`src/srrd_pkg.sv`:
```
// package for the system rom region decoder
package srrd_pkg;
    // configuration access
    localparam logic [7:0] SRRD_CFG_DATA_PORT = 8'hED;
    localparam logic [7:0] SRRD_ROM_CONTROL_IDX = 8'h0C;
    // rom_control field positions
    localparam int SRRD_BIT_WIDTH = 7;
    localparam int SRRD_BIT_MOV2 = 6;
    localparam int SRRD_BIT_MOV1 = 5;
    localparam int SRRD_BIT_MOV0 = 4;
    localparam int SRRD_BIT_MIDDLE_BIOS_DISABLE = 3;
    localparam int SRRD_BIT_FLASH = 2;
    localparam int SRRD_BIT_WS1 = 1;
    localparam int SRRD_BIT_WS0 = 0;
    localparam logic [5:0] SRRD_CTRL_LOW_RESET = 6'h00;
    // address ranges, 20-bit segment bases compared on a19..a15 (video, disk) or a19..a16 (e, f); middle bios tag on a23..a17
    localparam logic [4:0] SRRD_SEG_VIDEO = 5'h18;
    localparam logic [4:0] SRRD_SEG_DISK = 5'h19;
    localparam logic [3:0] SRRD_SEG_E = 4'hE;
    localparam logic [3:0] SRRD_SEG_F = 4'hF;
    localparam logic [14:0] SRRD_MID_BIOS_TAG = 15'h007F;
    // rom wait-state table
    localparam logic [1:0] SRRD_WS_00 = 2'h3;
    localparam logic [1:0] SRRD_WS_01 = 2'h1;
    localparam logic [1:0] SRRD_WS_10 = 2'h2;
    localparam logic [1:0] SRRD_WS_11 = 2'h3;
    // routing of a decoded access
    typedef enum logic [3:0] {
        SRRD_RT_NONE = 4'h1,
        SRRD_RT_DBUS = 4'h2,
        SRRD_RT_SDBUS = 4'h4,
        SRRD_RT_SLOT = 4'h8
    } srrd_route_type;
    // decoded access answer
    typedef struct packed {
        srrd_route_type route;
        logic           rom_chip_select_n;
        logic [1:0]     wait_states;
        logic [1:0]     rom_addr_lo;
        logic           rom_wide;
        logic [3:0]     lane_enable;
    } srrd_answer_type;
endpackage : srrd_pkg

```
`src/srrd_decoder.sv`:
```
// system rom region decoder with rom control register
`timescale 1ns/1ns
`default_nettype none
// How it works
// - bit 6 puts all system rom on d bus or sd bus; f segment always rom unless remap hits
// - mov low bits select e segment, video and fixed-disk ranges as rom
// - rom chip select asserts for every access in a rom-decoded range
// - slot ranges run isa cycles, no chip select, isa bus control waits
// - rom waits from two-bit field: 3,1,2,3
// - segment control or memory region remap overrides rom decode
// - flash enable drives programming output low, enables special addressing
// - local-bus flash occupies d23-d16 for 8-bit, d31-d16 for 16-bit
// - flash mode on d bus turns cpu byte 2 write into rom byte 3
// - sd-bus flash writes are plain isa writes with normal address bits
// - middle bios range is rom unless disable bit is set
// - rom control read/write at index 0ch via data port edh
// - power-up loads width and placement from straps, rest cleared
// - 8-bit local rom assembles several cycles for wide cpu reads
module srrd_decoder
    import srrd_pkg::*;
(
    // clock and reset
    input  wire logic        sys_clk,
    input  wire logic        resetn,
    input  wire logic        clk_en,
    // straps
    input  wire logic        size_strap_pin,
    input  wire logic        dram_write_strap_n,
    // configuration port
    input  wire logic        cfg_write,
    input  wire logic        cfg_read,
    input  wire logic [7:0]  cfg_index,
    input  wire logic [7:0]  cfg_wdata,
    output logic      [7:0]  cfg_rdata,
    // cpu access
    input  wire logic        cpu_access,
    input  wire logic        cpu_write,
    input  wire logic [23:2] cpu_addr,
    input  wire logic [3:0]  cpu_byte_en_n,
    input  wire logic        remap_hit,
    input  wire logic [1:0]  isa_bus_control,
    input  wire logic [7:0]  rom_lane_data,
    // decode outputs
    output srrd_answer_type  answer,
    output logic             answer_valid,
    output logic             flash_program_n,
    output logic [31:0]      rom_read_data,
    output logic             rom_read_done
);
    logic [7:0] rom_control;
    logic [7:0] next_rom_control;
    logic       strap_pending;
    logic       next_strap_pending;
    srrd_answer_type next_answer;
    logic       next_answer_valid;
    logic [31:0] next_rom_read_data;
    logic [2:0] asm_count;
    logic [2:0] next_asm_count;
    logic       next_rom_read_done;
    logic [3:0] byte_en;
    logic [2:0] mov;
    logic       in_f;
    logic       in_e;
    logic       in_video;
    logic       in_disk;
    logic       in_mid;
    logic       is_rom;

    assign byte_en = ~cpu_byte_en_n;
    assign mov = rom_control[SRRD_BIT_MOV2:SRRD_BIT_MOV0];
    assign in_f = cpu_addr[23:20] == 4'h0 && cpu_addr[19:16] == SRRD_SEG_F;
    assign in_e = cpu_addr[23:20] == 4'h0 && cpu_addr[19:16] == SRRD_SEG_E;
    assign in_video = cpu_addr[23:20] == 4'h0 && cpu_addr[19:15] == SRRD_SEG_VIDEO;
    assign in_disk = cpu_addr[23:20] == 4'h0 && cpu_addr[19:15] == SRRD_SEG_DISK;
    assign in_mid = cpu_addr[23:17] == SRRD_MID_BIOS_TAG[6:0];

    // rom decode
    always_comb begin
        is_rom = 1'b0;
        if (in_f) begin
            is_rom = 1'b1;
        end
        if (in_e && mov[1:0] == 2'h0) begin
            is_rom = 1'b1;
        end
        if (in_video && mov[1]) begin
            is_rom = 1'b1;
        end
        if (in_disk && mov[1:0] == 2'h3) begin
            is_rom = 1'b1;
        end
        if (in_mid && !rom_control[SRRD_BIT_MIDDLE_BIOS_DISABLE]) begin
            is_rom = 1'b1;
        end
        if (remap_hit) begin
            is_rom = 1'b0;
        end
    end

    // register and strap capture
    always_comb begin
        next_rom_control = rom_control;
        next_strap_pending = 1'b0;
        if (strap_pending) begin
            next_rom_control[SRRD_BIT_WIDTH] = size_strap_pin;
            next_rom_control[SRRD_BIT_MOV2] = dram_write_strap_n;
        end else if (cfg_write && cfg_index == SRRD_ROM_CONTROL_IDX) begin
            next_rom_control = cfg_wdata;
        end
        cfg_rdata = 8'h00;
        if (cfg_read && cfg_index == SRRD_ROM_CONTROL_IDX) begin
            cfg_rdata = rom_control;
        end
    end

    // per-access answer
    always_comb begin
        next_answer = answer;
        next_answer_valid = 1'b0;
        if (cpu_access) begin
            next_answer_valid = 1'b1;
            next_answer.rom_wide = rom_control[SRRD_BIT_WIDTH];
            next_answer.rom_addr_lo = 2'h0;
            for (int i = 3; i >= 0; i--) begin
                if (byte_en[i]) begin
                    next_answer.rom_addr_lo = 2'(i);
                end
            end
            if (is_rom) begin
                next_answer.route = mov[2] ? SRRD_RT_SDBUS : SRRD_RT_DBUS;
                next_answer.rom_chip_select_n = 1'b0;
                case (rom_control[SRRD_BIT_WS1:SRRD_BIT_WS0])
                    2'h0: next_answer.wait_states = SRRD_WS_00;
                    2'h1: next_answer.wait_states = SRRD_WS_01;
                    2'h2: next_answer.wait_states = SRRD_WS_10;
                    default: next_answer.wait_states = SRRD_WS_11;
                endcase
                if (!mov[2]) begin
                    next_answer.lane_enable = rom_control[SRRD_BIT_WIDTH] ? 4'hC : 4'h4;
                end else begin
                    next_answer.lane_enable = byte_en;
                end
                if (rom_control[SRRD_BIT_FLASH] && !mov[2] && cpu_write
                        && byte_en == 4'h4) begin
                    next_answer.rom_addr_lo = 2'h3;
                end
            end else begin
                next_answer.route = SRRD_RT_SLOT;
                next_answer.rom_chip_select_n = 1'b1;
                next_answer.wait_states = isa_bus_control;
                next_answer.lane_enable = byte_en;
            end
        end
    end

    // 8-bit local rom read assembly
    always_comb begin
        next_rom_read_data = rom_read_data;
        next_asm_count = asm_count;
        next_rom_read_done = 1'b0;
        if (cpu_access && is_rom && !cpu_write && !mov[2]
                && !rom_control[SRRD_BIT_WIDTH]) begin
            next_rom_read_data = 32'h0;
            next_asm_count = 3'h0;
        end else if (answer_valid && answer.route == SRRD_RT_DBUS && !cpu_write
                && !answer.rom_wide || asm_count != 3'h4) begin
            if (asm_count < 3'h4) begin
                next_rom_read_data[8 * asm_count +: 8] = rom_lane_data;
                next_asm_count = asm_count + 3'h1;
                next_rom_read_done = asm_count == 3'h3;
            end
        end
    end

    always_ff @(posedge sys_clk or negedge resetn) begin
        if (!resetn) begin
            rom_control <= {2'h0, SRRD_CTRL_LOW_RESET};
            strap_pending <= 1'b1;
            answer <= '{SRRD_RT_NONE, 1'b1, 2'h0, 2'h0, 1'b0, 4'h0};
            answer_valid <= 1'b0;
            rom_read_data <= 32'h0;
            asm_count <= 3'h4;
            rom_read_done <= 1'b0;
        end else if (clk_en) begin
            rom_control <= next_rom_control;
            strap_pending <= next_strap_pending;
            answer <= next_answer;
            answer_valid <= next_answer_valid;
            rom_read_data <= next_rom_read_data;
            asm_count <= next_asm_count;
            rom_read_done <= next_rom_read_done;
        end
    end

    assign flash_program_n = ~rom_control[SRRD_BIT_FLASH];
endmodule : srrd_decoder
`default_nettype wire

```
`config.mk`:
```
export PLATFORM = sky130hd
export DESIGN_NAME = srrd_decoder
export DESIGN_NICKNAME = d
export VERILOG_FILES = /design/src/srrd_pkg.sv /design/src/srrd_decoder.sv
export SDC_FILE = /design/constraint.sdc
export NUM_CORES = 1
export LEC_CHECK = 0
export BUFFER_PORTS_ARGS = -buffer_cell sky130_fd_sc_hd__buf_2
export CAP_MARGIN = 25
export CORE_AREA = 4 4 88 90
export DETAILED_ROUTE_END_ITERATION = 8
export DIE_AREA = 0 0 92 94
export PLACE_DENSITY = 0.75
export RECOVER_POWER = 25
export SETUP_SLACK_MARGIN = 0.2
export SLEW_MARGIN = 20
export SYNTH_ARGS = -nofsm -noshare
export SYNTH_HDL_FRONTEND = slang
export SYNTH_SLANG_ARGS = --single-unit
export TNS_END_PERCENT = 1
```
`constraint.sdc`:
```
create_clock -name sys_clk -period 2.3 [get_ports sys_clk]
set_input_delay 0.46 -clock sys_clk [delete_from_list [all_inputs] [get_ports sys_clk]]
set_output_delay 0.46 -clock sys_clk [all_outputs]
set_load 0.005 [all_outputs]
```
==> summary.txt <==
Layout
  – Fraction of layout cells with a size suffix above 1: between 40% and 50%
  – Ant diodes: 0
  – Layout area overhead: 33.3%
  – Sequential cell area: 1510 µm²
  – Nets: 475
  – Multi-input logic area: 1410 µm²
  – Post-Layout Cell Count: 511
  – Post-route design area: 3970 µm²
  – Filler cell count: 633

STA
  – Fmax: about 0.49 GHz
  – Setup Viol. Count Final: 0
  – Max Slew Vio Count: 0
  – Layout Skew: approximately 0.0079 ns
  – Hold Fails Final Rpt: 0
  – Period utilisation layout: 88.0%
  – Relative slew slack: 4.60%
  – Min Tclk post-route: 2.02 ns
  – RSZ-0062 raised after global routing: true
  – Worst-Margin Slew: roughly 1.4 ns

Die
  – Row count: 31
  – Die area: 8650 µm²
  – DIE HEIGHT: 94 µm
  – DIE WIDTH: 92 µm
  – Core area: 7060 µm²
  – Initial core utilization: approximately 42%
  – I/O Pins: around 120

Global route
  – Vias in the first global route: about 2700
  – Grt total ovfl: 0
  – Pin count of the biggest net entering global routing: 42
  – First-pass GRT wire length: about 13000 µm
  – GRT Resource Usage Total: between 10% and 20%
  – Initial antenna violation count: 0

Route
  – Post-DR vias/cell: 5.19
  – ANT nets after route: 0
  – Post-Route WL: 7850 µm
  – Via count: 2653
  – Detailed-route DRC error count: 0
  – Drt wl/cell: 15.4 µm
  – DRT Pass-1 Iters: 4
  – DR iter-0 viols: 180

Synthesis
  – Syn Nets: about 360
  – Synth Register Bits: 60
  – Synthesized area: slightly below 3000 µm²
  – Post-Synthesis Cells: 290
  – Post-synthesis sequential area ratio: 50.7%
  – Yosys warns: 0
  – Synth cell types: 42
  – Mean post-synth cell area: 10.3 µm²

Placed design
  – PortBufs: between 100 and 150
  – GPL Wtd Cong: 0.834
  – Placed cell areas: roughly 3600 µm²
  – DPL Wire Length: 5590 µm
  – Post-Place Cells: around 500

Status
  – Status: completed

Clock tree
  – CTS Sinks: 60
  – Clock latency on the worst-skew pair: 0.33 ns
  – CTS tree: yes
  – Reg clk slew, reported paths: 0.07 ns
  – Root Driver: clkbuf_8
  – Longest Clk Path Bufs: 2
  – TritonCTS buffer count: 9
  – H-tree depth: 3

Critical path
  – Worst Setup Start Kind: register
  – CP endpoint kind: register
  – Crit Path Class: reg -> reg
  – CP arrival: 2.24 ns
  – Required @ worst endpoint: 2.52 ns
  – Crit-path max FO: 8

Flow run
  – Total of max-cap violations: 0

Worst hold path
  – Hold WC Path Type: in -> reg

Power
  – Peak ir drop on the vdd network: 0.393 mV
  – Pwr Density: approximately 660 nW/µm²
  – Leak: 2.09 nW
-- placed cells by master (no fill, tap or decap), types with 4 or more instances in the layout --
cell,instances
nand4_1,5
dfrtp_1,55
inv_1,11
clkbuf_8,11
nor3_1,12
buf_4,12
a21oi_1,5
nor2_1,39
mux2i_1,8
buf_2,104
nand2_1,14
o31ai_1,4
a32o_1,8
mux2_2,23
and2_1,9
o21ai_0,19
nand2b_1,13
-- worst max-delay path, cell delays in order, from the launching register on --
cell	delay, ns
dfrtp_2	0.41
inv_2	0.07
ha_4	0.17
ha_4	0.26
nor3b_4	0.20
and3_4	0.21
buf_8	0.12
mux2_2	0.33
o21ai_0	0.08
nor2_1	0.06
-- logic make-up after synthesis --
kind of cell / after synthesis / share of synthesized area (%)
fa+ha+maj: 5 / 2.10
mux: 31 / 11.4
flops: 60 / 50.7
buf+inv: 26 / 3.70
compound gates: 54 / 12.8
simple gates: 114 / 19.4
-- repair_timing --
item	4_1_cts	5_1_grt
gates resized for setup	0	14
endpoints found under the setup margin	15	39
hold buffers	0	0
setup buffers	2	5
pin swaps	1	1
hold endpoints to repair	0	0
-- layout make-up --
class | instances | area share [%]
sequential | 60 | 38.0
clock inverter | 4 | 1.83
inverter | 12 | 1.14
clock buffer | 11 | 3.82
multi-input combinational | 204 | 35.4
tap | 99 | 3.12
timing repair buffer | 121 | 16.6
-- power by group --
part | switching [mW] | internal, mW | leakage, nW
sequential | 0.0431 | 1.11 | 0.787
clock | 0.410 | 0.661 | 0.111
combinational | 0.201 | 0.193 | 1.19
-- metal layers --
layer  global-route usage, %  vias up  wire (µm)
met3                    6.97       13        548
met4                    6.06        0        111
li1                        -     1268          -
met2                    30.8       86       3920
met1                    22.8     1286       3280
met5                       0        -          0
-- per-stage QoR --
step	hold slack (ns)	TNS [ns]	setup slack [ns]	utilization, %	power (mW)
6_report	0.327	0	0.277	56.2	2.62
5_1_grt	0.312	0	0.174	56.2	2.75
4_1_cts	0.145	0	0.104	55.0	2.55
3_5_place_dp	0.465	-0.0156	-0.0156	51.6	1.48
3_3_place_gp	0.455	0	0.0657	51.6	1.46
2_1_floorplan	0.164	0	0.246	-	1.33
-- final timing paths --
path	from	endpoint	slack (ns)	cells past startpoint
worst max register to register	asm_count[0]	rom_read_data[25]	0.28	9
worst max-delay path	asm_count[0]	rom_read_data[25]	0.28	9
min in group asynchronous	resetn	answer[0]	0.45	1
worst min-delay path	cpu_byte_en_n[2]	answer[2]	0.33	2
max in group asynchronous	resetn	asm_count[0]	0.63	2
worst min register to register	answer[0]	answer[0]	0.47	2
-- cell usage after synthesis (all sizes together) --
cell type	count	area, µm²
dfrtp	56	1400
nor2	40	150
mux2	23	259
o21ai	23	115
nand2	14	52.6
nand2b	13	81.3
nor3	13	70.1
inv	12	45.0
and2	9	56.3
a32o	8	80.1
clkbuf	8	30.0
mux2i	8	80.1
buf	6	35.0
a21oi	5	25.0
ha	5	62.6
nand4	5	31.3
dfstp	4	105
o31ai	4	30.0
a211oi	3	22.5
and3	3	18.8
nand3	3	15.0
or2	3	21.3
a2bb2oi	2	17.5
a31oi	2	12.5
nand3b	2	15.0
nor2b	2	12.5
nor3b	2	15.0
nor4	2	12.5
nor4b	2	17.5
a211o	1	8.76
a21o	1	7.51
a221o	1	10.0
o21a	1	7.51
o22ai	1	6.26
o311a	1	21.3
o41ai	1	16.3
or3	1	6.26
-- flip-flops by register name, summed over array words and instances, names as in the netlist --
register       cells
answer_valid       1
answer            14
rom_read_data     32
rom_control        8
strap_pending      1
rom_read_done      1
asm_count          3
Note: power is estimated with default switching activity, not from simulation.
